## config.mk

```make
export PLATFORM = sky130hd
export DESIGN_NAME = flash_word_access
export DESIGN_NICKNAME = d
export VERILOG_FILES = /design/src/hw/flash_word_pkg.sv /design/src/hw/flash_range_check.sv /design/src/hw/flash_word_access.sv
export SDC_FILE = /design/constraint.sdc
export NUM_CORES = 1
export LEC_CHECK = 0
export BUFFER_PORTS_ARGS = -buffer_cell sky130_fd_sc_hd__buf_2
export CAP_MARGIN = 5
export CORE_AREA = 2 2 92 94
export DETAILED_ROUTE_END_ITERATION = 8
export DIE_AREA = 0 0 94 96
export PLACE_DENSITY = 0.86
export SLEW_MARGIN = 20
export SYNTH_ARGS = -nofsm -noshare
export SYNTH_HDL_FRONTEND = slang
export SYNTH_HIERARCHICAL = 1
export SYNTH_SLANG_ARGS = --single-unit
```

## constraint.sdc

```tcl
create_clock -name sys_clk -period 5.05 [get_ports sys_clk]
set_clock_uncertainty 0.05 [all_clocks]
set_input_delay 0.7575 -clock sys_clk [delete_from_list [all_inputs] [get_ports sys_clk]]
set_output_delay 0.7575 -clock sys_clk [all_outputs]
set_load 0.02 [all_outputs]
```

## src/hw/flash_word_pkg.sv

```systemverilog
// shared constants and carrier types for the flash word access sequencer
`default_nettype none
package flash_word_pkg;
  localparam logic [15:0] OPC_FLASH_READ = 16'h001b;
  localparam logic [15:0] OPC_FLASH_WRITE = 16'h001a;
  localparam int ADDR_W = 24;
  localparam int DATA_W = 16;
  localparam logic [23:0] FLASH_BASE_RST = 24'h010000;
  localparam logic [23:0] FLASH_LIMIT_RST = 24'h01ffff;
  localparam logic [15:0] DATA_RST = 16'h0000;
  localparam int PEND_BIT = 0;
  localparam logic [7:0] EXT_CFG_RST = 8'h00;

  typedef struct packed {
    logic [7:0] addr_x;
    logic [7:0] addr_h;
    logic [7:0] addr_l;
  } flash_addr_t;

  typedef struct packed {
    logic [7:0] data_h;
    logic [7:0] data_l;
  } flash_data_t;

  typedef struct packed {
    logic valid;
    logic write;
    logic [23:0] addr;
    logic [15:0] wdata;
  } flash_req_t;
endpackage
`default_nettype wire
```

## src/hw/flash_range_check.sv

```systemverilog
// decides whether a byte address falls inside the program flash region
`timescale 1ns/1ps
`default_nettype none
module flash_range_check
  import flash_word_pkg::*;
(
  input wire logic [23:0] addr,
  input wire logic [23:0] base,
  input wire logic [23:0] limit,
  output logic in_flash
);
  assign in_flash = (addr >= base) && (addr <= limit);
endmodule
`default_nettype wire

```

## src/hw/flash_word_access.sv

```systemverilog
// single-word program flash read/write sequencer with pending flag
`timescale 1ns/1ps
`default_nettype none
module flash_word_access
  import flash_word_pkg::*;
(
  input wire logic sys_clk,
  input wire logic reset,
  input wire logic instr_valid,
  input wire logic [15:0] instr_opcode,
  input wire flash_addr_t addr_regs,
  input wire flash_data_t data_wr,
  input wire logic data_wr_en,
  input wire logic [23:0] flash_base,
  input wire logic [23:0] flash_limit,
  output logic instr_accept,
  output flash_data_t data_regs,
  output logic [7:0] extended_config_reg,
  output logic flash_op_pending,
  output logic fetch_block,
  output flash_req_t flash_req,
  input wire logic flash_ready,
  input wire logic flash_done,
  input wire logic [15:0] flash_rdata
);
  typedef enum logic [1:0] {ST_IDLE, ST_REQ, ST_WAIT} seq_state_t;

  seq_state_t state_q, state_d;
  flash_req_t req_q, req_d;
  flash_data_t data_q, data_d;
  logic pend_q, pend_d;

  wire logic [23:0] full_addr;
  wire logic in_flash;
  wire logic is_read;
  wire logic is_write;
  wire logic issue;

  // byte address: x is bits 23:16, h is bits 15:8, l is bits 7:0
  assign full_addr = {addr_regs.addr_x, addr_regs.addr_h, addr_regs.addr_l};
  assign is_read = instr_valid && (instr_opcode == OPC_FLASH_READ);
  assign is_write = instr_valid && (instr_opcode == OPC_FLASH_WRITE);
  // out-of-region access never starts, flag stays clear
  assign issue = (is_read || is_write) && in_flash && (state_q == ST_IDLE);
  // the core never waits on us; accept in the issue cycle
  assign instr_accept = is_read || is_write;

  flash_range_check u_range (
    .addr(full_addr),
    .base(flash_base),
    .limit(flash_limit),
    .in_flash(in_flash)
  );

  always_comb begin
    state_d = state_q;
    req_d = req_q;
    data_d = data_q;
    pend_d = pend_q;
    if (data_wr_en) begin
      data_d = data_wr;
    end
    case (state_q)
      ST_IDLE: begin
        if (issue) begin
          req_d.valid = 1'b1;
          req_d.write = is_write;
          req_d.addr = full_addr;
          req_d.wdata = data_q;
          pend_d = 1'b1;
          state_d = ST_REQ;
        end
      end
      ST_REQ: begin
        if (flash_ready) begin
          req_d.valid = 1'b0;
          state_d = ST_WAIT;
        end
      end
      ST_WAIT: begin
        if (flash_done) begin
          if (!req_q.write) begin
            data_d = flash_rdata;
          end
          pend_d = 1'b0;
          state_d = ST_IDLE;
        end
      end
      default: begin
        state_d = ST_IDLE;
        req_d.valid = 1'b0;
        pend_d = 1'b0;
      end
    endcase
  end

  always_ff @(posedge sys_clk) begin
    if (reset) begin
      state_q <= ST_IDLE;
      req_q <= '0;
      data_q <= DATA_RST;
      pend_q <= 1'b0;
    end else begin
      state_q <= state_d;
      req_q <= req_d;
      data_q <= data_d;
      pend_q <= pend_d;
    end
  end

  assign data_regs = data_q;
  assign flash_req = req_q;
  assign flash_op_pending = pend_q;
  // fetch from flash would collide with the running access
  assign fetch_block = pend_q;

  always_comb begin
    extended_config_reg = EXT_CFG_RST;
    extended_config_reg[PEND_BIT] = pend_q;
  end

  property p_issue_sets_pending;
    @(posedge sys_clk) disable iff (reset)
      issue |=> flash_op_pending && flash_req.valid;
  endproperty
  a_issue_sets_pending: assert property (p_issue_sets_pending)
    else $error("pending flag not set after issue");

  property p_out_of_range_noop;
    @(posedge sys_clk) disable iff (reset)
      (is_read || is_write) && !in_flash && !flash_op_pending |=> !flash_op_pending;
  endproperty
  a_out_of_range_noop: assert property (p_out_of_range_noop)
    else $error("out of range access started an operation");

  property p_done_clears;
    @(posedge sys_clk) disable iff (reset)
      (state_q == ST_WAIT) && flash_done |=> !flash_op_pending;
  endproperty
  a_done_clears: assert property (p_done_clears)
    else $error("pending flag not cleared on completion");

  property p_read_data;
    @(posedge sys_clk) disable iff (reset)
      (state_q == ST_WAIT) && flash_done && !req_q.write |=> data_regs == $past(flash_rdata);
  endproperty
  a_read_data: assert property (p_read_data)
    else $error("read data not loaded into data pair");

  property p_write_captures;
    @(posedge sys_clk) disable iff (reset)
      issue && is_write |=> flash_req.write && flash_req.wdata == $past(data_regs);
  endproperty
  a_write_captures: assert property (p_write_captures)
    else $error("write request missing captured data");

  property p_addr_stable;
    @(posedge sys_clk) disable iff (reset)
      flash_op_pending && $past(flash_op_pending) |-> $stable(flash_req.addr);
  endproperty
  a_addr_stable: assert property (p_addr_stable)
    else $error("address changed while pending");

  property p_addr_hi;
    @(posedge sys_clk) disable iff (reset)
      issue |=> flash_req.addr[15:8] == $past(addr_regs.addr_h);
  endproperty
  a_addr_hi: assert property (p_addr_hi)
    else $error("high byte not at bits 15:8");

  property p_accept_same_cycle;
    @(posedge sys_clk) disable iff (reset)
      instr_valid && (instr_opcode == OPC_FLASH_READ || instr_opcode == OPC_FLASH_WRITE)
        |-> instr_accept;
  endproperty
  a_accept_same_cycle: assert property (p_accept_same_cycle)
    else $error("instruction not accepted in one cycle");

  property p_fetch_block;
    @(posedge sys_clk) disable iff (reset)
      issue |=> fetch_block [*1] ##0 extended_config_reg[PEND_BIT];
  endproperty
  a_fetch_block: assert property (p_fetch_block)
    else $error("fetch not blocked while pending");

  property p_no_accept_idle;
    @(posedge sys_clk) disable iff (reset)
      !instr_valid |-> !instr_accept;
  endproperty
  a_no_accept_idle: assert property (p_no_accept_idle)
    else $error("accept raised with no instruction");

  property p_req_holds;
    @(posedge sys_clk) disable iff (reset)
      flash_req.valid && !flash_ready |=> flash_req.valid && $stable(flash_req);
  endproperty
  a_req_holds: assert property (p_req_holds)
    else $error("request changed before the array took it");

  property p_write_keeps_data;
    @(posedge sys_clk) disable iff (reset)
      (state_q == ST_WAIT) && flash_done && req_q.write && !data_wr_en |=> $stable(data_regs);
  endproperty
  a_write_keeps_data: assert property (p_write_keeps_data)
    else $error("write completion disturbed the data pair");

  property p_pending_tracks_state;
    @(posedge sys_clk) disable iff (reset)
      flash_op_pending == (state_q != ST_IDLE);
  endproperty
  a_pending_tracks_state: assert property (p_pending_tracks_state)
    else $error("pending flag out of step with sequencer");

  property p_refused_no_req;
    @(posedge sys_clk) disable iff (reset)
      (is_read || is_write) && !in_flash && !flash_op_pending |=> !flash_req.valid;
  endproperty
  a_refused_no_req: assert property (p_refused_no_req)
    else $error("out of range access raised a flash request");
endmodule
`default_nettype wire

```

* Yosys cells after proc, flatten, opt, wreduce, memory -nomap -nowiden
Index checks and enable logic that the tools add are counted.
** Operators by class
- Equal/unequal tests :: 7
- Reduce and logical (&&, ||, !) cells :: 11
- Muxes and demuxes :: 14
- $lt $le $gt $ge :: 2
- Bitwise operators :: 2
** Operator list (number)
- 16-bit two-way mux :: 4
- 42-bit two-way mux :: 1
- 16-bit by 5-bit equality test with 1-bit output (second input constant) :: 2
- 24-bit greater-or-equal comparator :: 1
- 24-bit less-or-equal comparator :: 1
- 3-bit AND reduction :: 3
- 2-bit two-way mux :: 3
- 2-bit inequality test (second input constant) :: 3
- 1-bit case mux with 3 select lines :: 2
- 2-bit case mux with 3 select lines :: 1
- 1-bit logical AND :: 5
- 1-bit two-way mux :: 3
- 2-bit by 1-bit equality test with 1-bit output (second input constant) :: 1
- 2-bit equality test (second input constant) :: 1
- 2-bit zero test :: 1
- 1-bit inverter :: 2
- 2-bit AND reduction :: 1
- 1-bit logical OR :: 1
** Storage, ports and cells
- Logic and storage cells :: 44
- Bits of input ports :: 126
- Bits in registers :: 61
- Output and inout port bits :: 69

* Depth between registers and ports, before layout
Gate-level depths: netlist (run 1).
- Depth after elaboration :: 7
- Depth in mapped cells :: 11
- Mapped depth without buffers :: 10

* By module
Netlist (run 1), hierarchy kept.
** Modules (own cells, without submodules)
- flash_word_access :: area an instance 2835.2 um2, instances 1, seq. area each 1221.2 um2, cells an instance 288
- flash_range_check :: area an instance 1183.6 um2, instances 1, seq. area each 0.0 um2, cells an instance 163

* Least setup slack after synthesis (run 1)
OpenSTA, ideal clock, no wires.
- Path type :: input -> register
- Start point :: input flash_limit[21]
- End point :: register req_q (netlist bit flash_req[40])
- Path slack :: 2006 ps
- Stages :: 9
- Required time :: 4877 ps
- Arrival time :: 2871 ps
- Cell sequence :: inv_1 ha_1 nand4_2 nor4_2 nand4_1 or3_1 a2bb2oi_1 nor4b_4 mux2_1
** Between the ends
- Word-level cells in the longest chain between the ends :: 5
** Ends and longest elaborated chain
- start, declared :: RTL line flash_word_access.sv:15 : input wire logic [23:0] flash_limit,
- 24-bit less-or-equal comparator :: RTL line flash_range_check.sv:12 : assign in_flash = (addr >= base) && (addr <= limit);
- 1-bit logical AND :: RTL line flash_range_check.sv:12
- net in_flash :: RTL line flash_word_access.sv:34 : wire logic in_flash;
- 1-bit logical AND (2 in series) :: RTL line flash_word_access.sv:44 : assign issue = (is_read || is_write) && in_flash && (state_q == ST_IDLE);
- 2-bit AND reduction (no line)
- end signal, assigned :: RTL line flash_word_access.sv:105 : req_q <= req_d;
- end, declared :: RTL line flash_word_access.sv:29 : flash_req_t req_q, req_d;
The timed path passes the listed nets, and every way through them passes these cells.
A chain may end at the register's enable or synchronous reset.

* Worst setup path after layout (run 1)
- Start point :: input addr_regs[22] in the netlist's numbering
- End point :: register req_q (netlist bit flash_req[40])
** Between the ends
- Word-level cells in the longest chain between the ends :: 5
- Elaborated cells between the ends (all ways) :: 6
- Classes of those cells :: order compare: 2; reduce/logical: 4
** Ends and longest elaborated chain
- start, declared :: RTL line flash_word_access.sv:11 : input wire flash_addr_t addr_regs,
- 24-bit greater-or-equal comparator or 24-bit less-or-equal comparator (tied branches) :: RTL line flash_range_check.sv:12
- 1-bit logical AND * :: RTL line flash_range_check.sv:12
- net in_flash :: RTL line flash_word_access.sv:34
- 1-bit logical AND * (2 in series) :: RTL line flash_word_access.sv:44
- 2-bit AND reduction (no line) *
Mark *: on every way through the listed nets, which the timed path passes. The rest lies on a longest branch.

==> flow_summary.ini, run 1 <==
[synth]
syn_avg_cell_area_um2 = 8.911
yosysTopAreaCell = dfxtp_1
synth_seq_cells = 61
yosys-top-cells-area = dfxtp_1 (30%), ha_1 (15%), mux2i_1 (14%), nand2b_1 (13%), inv_1 (4.5%)
synth_top_area_frac = 0.3039
synth-seq-area-share = 0.3039
yosys.cell_types.count = 37
synth_most_common_cell = nand2b_1
synth_area_mm2 = 0.004019
synthTopCellsByCount = nand2b_1 (81), dfxtp_1 (61), mux2i_1 (56), ha_1 (48), inv_1 (48)
synth_top_flop_cell = dfxtp_1
synth_cells = 451
ys.warnings.count = 6
synthArstFlopShare = 0
synth_edf_count = 0

[min_path]
holdPathEnd = flash_req[41]
hold_class = flip-flop to flip-flop
worstHoldStart = flash_req[41]
whs_path_depth = 2

[power_and_ir_drop]
pwr_density_cell_mw_per_mm2 = 228.3
p_leak_nw = 2.646
peakVddDrop_uv = 174.6

[sta]
finalMaxSlewViolations = 0
timing.fmax_mhz = 293.6
rsz0062_at_grt = false
maxSlewHeadroom = 0.4810
hold_viol_final = 0
post-route-period-util = 0.6744
setup_violations = 0
worst_pin_slew_ns = 0.7784
final.min_clock_period_ns = 3.406
setup_tns_ns = 0

[worst_setup_path]
endpoint_kind = flip-flop
max_stage_delay_ns = 0.42
r2r_start = state_q[1]
r2r_end = flash_req[40]
path_cells = buf_2 > ha_1 > nand4_2 > nor4_2 > nand4_1 > or3_1 > a2bb2oi_1 > nor4b_4 > buf_4 > mux2_1
worstSetupStartpointType = input pin
cp_max_fo = 25
r2r_setup_slack_ns = 3.38
critical_path.top_delay_family = simple AND/OR/NAND/NOR gates
critPathArrivalTime_ns = 3.57
critPathKind = input pin to flip-flop
cp_num_buf_inv = 2
reg2reg_depth = 3
cp.required_ns = 5.21
crit_path_top_delay_cell = or3_1

[final_layout]
multi_input_area_mm2 = 0.002454
final_util = 0.6416
nets = 801
layout-drive-gt1-share = 0.3344
insertedDiodeCount = 0
regArea_mm2 = 0.001221
area_delta_synth_final_pct = 28.55
fill_cells = 671
final_cells = 736

[cts]
post_cts_buffers = 0
cts_resized = 0
htree_levels = 3
cts.path.max_buffers = 2
cts_tree = done
hold_buffers = 0
cts_buffers = 9
cts_root_buffer = clkbuf_8
clkTransAtPathRegs_ns = 0.07
clock_sinks = 61
clock_latency_ns = 0.32

[grt]
grt_pass1_wl_um = 15310
grt_max_degree = 103
grt_usage = 0.2120
grt_pass1_vias = 3393
gr-total-overflow = 0
antenna_found_initial = 0

[die]
start_util = 0.4991
dieArea_mm2 = 0.009024
io_pins = 195
rows = 33
die_y_um = 96
core_area_mm2 = 0.008051
die_w_um = 94

[route]
wl_per_cell_um = 13.29
viasPerCell = 5.014
drc = 0
routed_wl_um = 9784
drtIter0Drc = 68
first_pass_iters = 5
ant_nets = 0
vias = 3690

[placed_design]
placedCellCount = 721
dp_hpwl_um = 7762
gp_congestion = 0.8048
portBuffers = 187

[status]
status = finished clean

[flow_run]
max_cap_violations = 0
worst max-delay path by stage:
stage,from,to,slack [ns],cells past startpoint
6_report,addr_regs[22],flash_req[40],1.64,10
5_1_grt,addr_regs[0],flash_req[40],1.49,12
4_1_cts,addr_regs[22],flash_req[40],1.64,10
3_5_place_dp,addr_regs[22],flash_req[40],1.31,10
3_3_place_gp,addr_regs[0],flash_req[40],1.45,12
2_1_floorplan,flash_limit[21],flash_req[40],2.01,9
stage by stage:
stage / setup WS [ns] / area, um^2 / power [W] / hold WS [ns]
2_1_floorplan: 2.006 / 4041 / 0.0006287 / 0.4827
3_3_place_gp: 1.446 / 4952 / 0.0007046 / 0.3943
3_5_place_dp: 1.310 / 4952 / 0.0007124 / 0.4014
4_1_cts: 1.639 / 5166 / 0.001191 / 0.4112
5_1_grt: 1.490 / 5166 / 0.001244 / 0.4410
6_report: 1.644 / 5166 / 0.001180 / 0.4080
layout make-up:
cell class	count	share of cell area
timing repair buffer	191	0.1870
clock buffer	11	0.02737
sequential	61	0.2364
clock inverter	4	0.01405
tap	105	0.02543
inverter	48	0.03488
multi-input combinational	316	0.4749
tightest hold or removal path, stage by stage, from the launching register on:
cell	delay, ns
dfxtp_1	0.31
nand2_1	0.05
a21oi_1	0.05
cell usage in the layout (no fill, tap or decap), drive strengths merged:
cell type | Yosys | layout
buf | 15 | 191
nand2b | 81 | 81
dfxtp | 61 | 61
mux2i | 56 | 56
inv | 48 | 48
ha | 48 | 48
nor2 | 26 | 26
a21oi | 20 | 20
a211oi | 18 | 18
nand2 | 13 | 13
clkbuf | 17 | 11
nand4 | 9 | 9
conb | 1 | 7
o21ai | 6 | 6
a21o | 5 | 5
nand3 | 4 | 4
nor4b | 3 | 3
nor4 | 3 | 3
nor2b | 2 | 2
bufinv | 0 | 2
a2111oi | 2 | 2
o211ai | 2 | 2
nor4bb | 1 | 1
nand4bb | 1 | 1
or4b | 1 | 1
mux2 | 1 | 1
clkinvlp | 0 | 1
clkinv | 0 | 1
a211o | 1 | 1
a31oi | 1 | 1
and2 | 1 | 1
a221oi | 1 | 1
a221o | 1 | 1
or3 | 1 | 1
a2bb2oi | 1 | 1
layer usage:
metal / up-vias / wire, um / track usage
li1: 1869 / - / -
met1: 1675 / 4325 / 0.2565
met2: 132 / 4732 / 0.3696
met3: 14 / 584 / 0.04464
met4: 0 / 142 / 0.08213
met5: - / 0 / 0
power by group:
part	internal, W	switching (W)
Clock	0.000288	0.000188
Combinational	0.000102	0.000107
Sequential	0.000489	0.00000589
kinds of logic after synthesis:
logic type	after synthesis	synth area share
AOI/OAI and AO/OA	58	0.09403
adders and majority gates	48	0.1494
buffers and inverters	80	0.09122
DFF	61	0.3039
muxes	57	0.1423
other	1	0.0009331
and+or+nand+nor	146	0.2182
registers in the layout, indices dropped and copies added, names as in the netlist:
signal,flops
flash_req,42
fetch_block,1
data_regs,16
state_q,2
Note: power is estimated with default switching activity, not from simulation.
==> inputs of run 2 (changes only) <==
--- a/config.mk
+++ b/config.mk
@@ -7,10 +7,10 @@
 export LEC_CHECK = 0
 export BUFFER_PORTS_ARGS = -buffer_cell sky130_fd_sc_hd__buf_2
 export CAP_MARGIN = 5
-export CORE_AREA = 2 2 92 94
+export CORE_AREA = 2 2 101 103
 export DETAILED_ROUTE_END_ITERATION = 8
-export DIE_AREA = 0 0 94 96
-export PLACE_DENSITY = 0.86
+export DIE_AREA = 0 0 103 105
+export PLACE_DENSITY = 0.76
 export SLEW_MARGIN = 20
 export SYNTH_ARGS = -nofsm -noshare
 export SYNTH_HDL_FRONTEND = slang
==> constraint.sdc (replaced) <==
create_clock -name sys_clk -period 3.1 [get_ports sys_clk]
set_clock_uncertainty 0.05 [all_clocks]
set_input_delay 0.465 -clock sys_clk [delete_from_list [all_inputs] [get_ports sys_clk]]
set_output_delay 0.465 -clock sys_clk [all_outputs]
set_load 0.02 [all_outputs]
==> run 2 against run 1 <==
Effect of this change: clock-buffer cell count fell by 1; sequential power up 63%; worst setup slack lost 1.4 ns; final area grew 2.7%; wire length increased by 9.5%; sequential share of layout area decreased by 0.62 points; critical path type unchanged; global-route usage shrank 2.1 points; non-clock buffer count grew 6; power grew 65%; largest power group unchanged; highest routed layer unchanged; hold slack got worse by 0.052 ns.
==> flow_summary.ini, run 2 (same netlist as run 1, synthesis figures left out) <==
[worst_setup_path]
cp.required_ns = 3.32
endpoint_kind = flip-flop
critPathArrivalTime_ns = 3.08
r2r_end = data_regs[4]
worstSetupStartpointType = input pin
critPathKind = input pin to flip-flop
max_stage_delay_ns = 0.42
r2r_start = state_q[0]
r2r_setup_slack_ns = 1.64
path_cells = buf_2 > inv_1 > ha_1 > nand2b_1 > a31oi_1 > nor4_1 > o21ai_0 > a2111oi_0 > a2bb2oi_1 > nor4b_4 > buf_4 > buf_12 > mux2i_1
cp_max_fo = 18
crit_path_top_delay_cell = a2111oi_0
reg2reg_depth = 4

[die]
die_w_um = 103
die_y_um = 105
rows = 36
start_util = 0.4169
core_area_mm2 = 0.009639
dieArea_mm2 = 0.01082
io_pins = 195

[final_layout]
final_util = 0.5505
nets = 807
layout_commonest_cell = buf_2
area_delta_synth_final_pct = 32.04
layout_common_cells = buf_2 (187), nand2b_1 (81), dfxtp_1 (61), mux2i_1 (56)
largest_reg_flops = 42
insertedDiodeCount = 0
layout-drive-gt1-share = 0.3433

[placed_design]
gp_congestion = 0.8148
dp_hpwl_um = 8798
dp_slack_ns = -0.1268
portBuffers = 187

[sta]
final.min_clock_period_ns = 2.861
fin_ws_ns = 0.2394
worst_pin_slew_ns = 0.8183
finalMaxSlewViolations = 0
hold_viol_final = 0
maxSlewHeadroom = 0.4545
timing.fmax_mhz = 349.6
post-route-period-util = 0.9228
setup_violations = 0
rsz0062_at_grt = false
hold_slack_ns = 0.3560

[flow_run]
max_cap_violations = 0

[route]
drtIter0Drc = 96
routed_wl_um = 10710
drc = 0
wl_per_cell_um = 13.89
first_pass_iters = 4
ant_nets = 0
viasPerCell = 4.829
vias = 3723

[grt]
grt_max_degree = 56
gr-total-overflow = 0
grt_pass1_vias = 3540
antenna_found_initial = 0
grt_pass1_wl_um = 16220
grt_usage = 0.1911

[power_and_ir_drop]
power.total_w = 0.001950
peakVddDrop_uv = 141.9
p_leak_nw = 2.697
pwr_density_cell_mw_per_mm2 = 367.5

[cts]
clock_latency_ns = 0.35
post_cts_buffers = 0
cts.path.max_buffers = 2
hold_buffers = 0
cts_tree = done
cts_buffers = 9
htree_levels = 3
clock_sinks = 61
clkTransAtPathRegs_ns = 0.07
cts_root_buffer = clkbuf_8
cts_resized = 0

[min_path]
whs_path_depth = 3
worstHoldStart = flash_rdata[15]
hold_class = input pin to flip-flop
holdPathEnd = data_regs[15]

[status]
status = finished clean
run 2: cell count changes in the layout (fill, tap and decap cells not counted):
cell | previous run | this run
buf_4 | 4 | 6
clkinv_4 | 0 | 1
buf_12 | 0 | 4
clkinv_2 | 1 | 2
clkbuf_1 | 1 | 0
run 2: power breakdown:
part / switching [W] / internal [W]
Clock: 0.000327 / 0.000473
Sequential: 0.0000106 / 0.000796
Combinational: 0.000175 / 0.000169
Total: 0.000513 / 0.00144
run 2: worst max path at each step:
| stage | from | endpoint | slack, ns | cells after the start |
|---|---|---|---|---|
| after global placement | addr_regs[0] | flash_req[12] | 0.02 | 13 |
| after floorplan | flash_limit[21] | flash_req[40] | 0.35 | 9 |
| after global routing | addr_regs[0] | flash_req[9] | 0.006 | 13 |
| final | addr_regs[0] | flash_req[14] | 0.24 | 13 |
| after CTS | addr_regs[0] | flash_req[9] | 0.21 | 13 |
| after detailed placement | addr_regs[22] | flash_req[7] | -0.13 | 11 |
run 2: metal layers:
metal  track usage  vias up  part of all wire
li1              -     1883                 -
met1        0.2184     1686              0.42
met2        0.3404      143              0.49
met3       0.05217       11             0.073
met4       0.05639        0             0.012
met5             0        -                 0
run 2: cell type report:
cell class,count,area [um^2]
inverters,48,180.2
multi-input cells,316,2454
repair buffers,197,1061
clock buffers,10,137.6
fillers,911,4333
clock inverters,6,86.33
flip-flops and latches,61,1221
well taps,133,166.4
run 2: critical path: cells and delay by family:
| family | cells | cell delay (ns) |
|---|---|---|
| buf+inv | 4 | 0.50 |
| mux | 1 | 0.22 |
| compound gates | 4 | 0.99 |
| fa+ha+maj | 1 | 0.27 |
| simple gates | 3 | 0.64 |
run 2: metrics by stage:
step	instance area (um^2)	instances	TNS [ns]
6_report	5306	771	0
5_1_grt	5306	771	0
4_1_cts	5306	771	0
3_5_place_dp	5082	755	-3.416
3_3_place_gp	5082	755	0
2_1_floorplan	4041	457	0
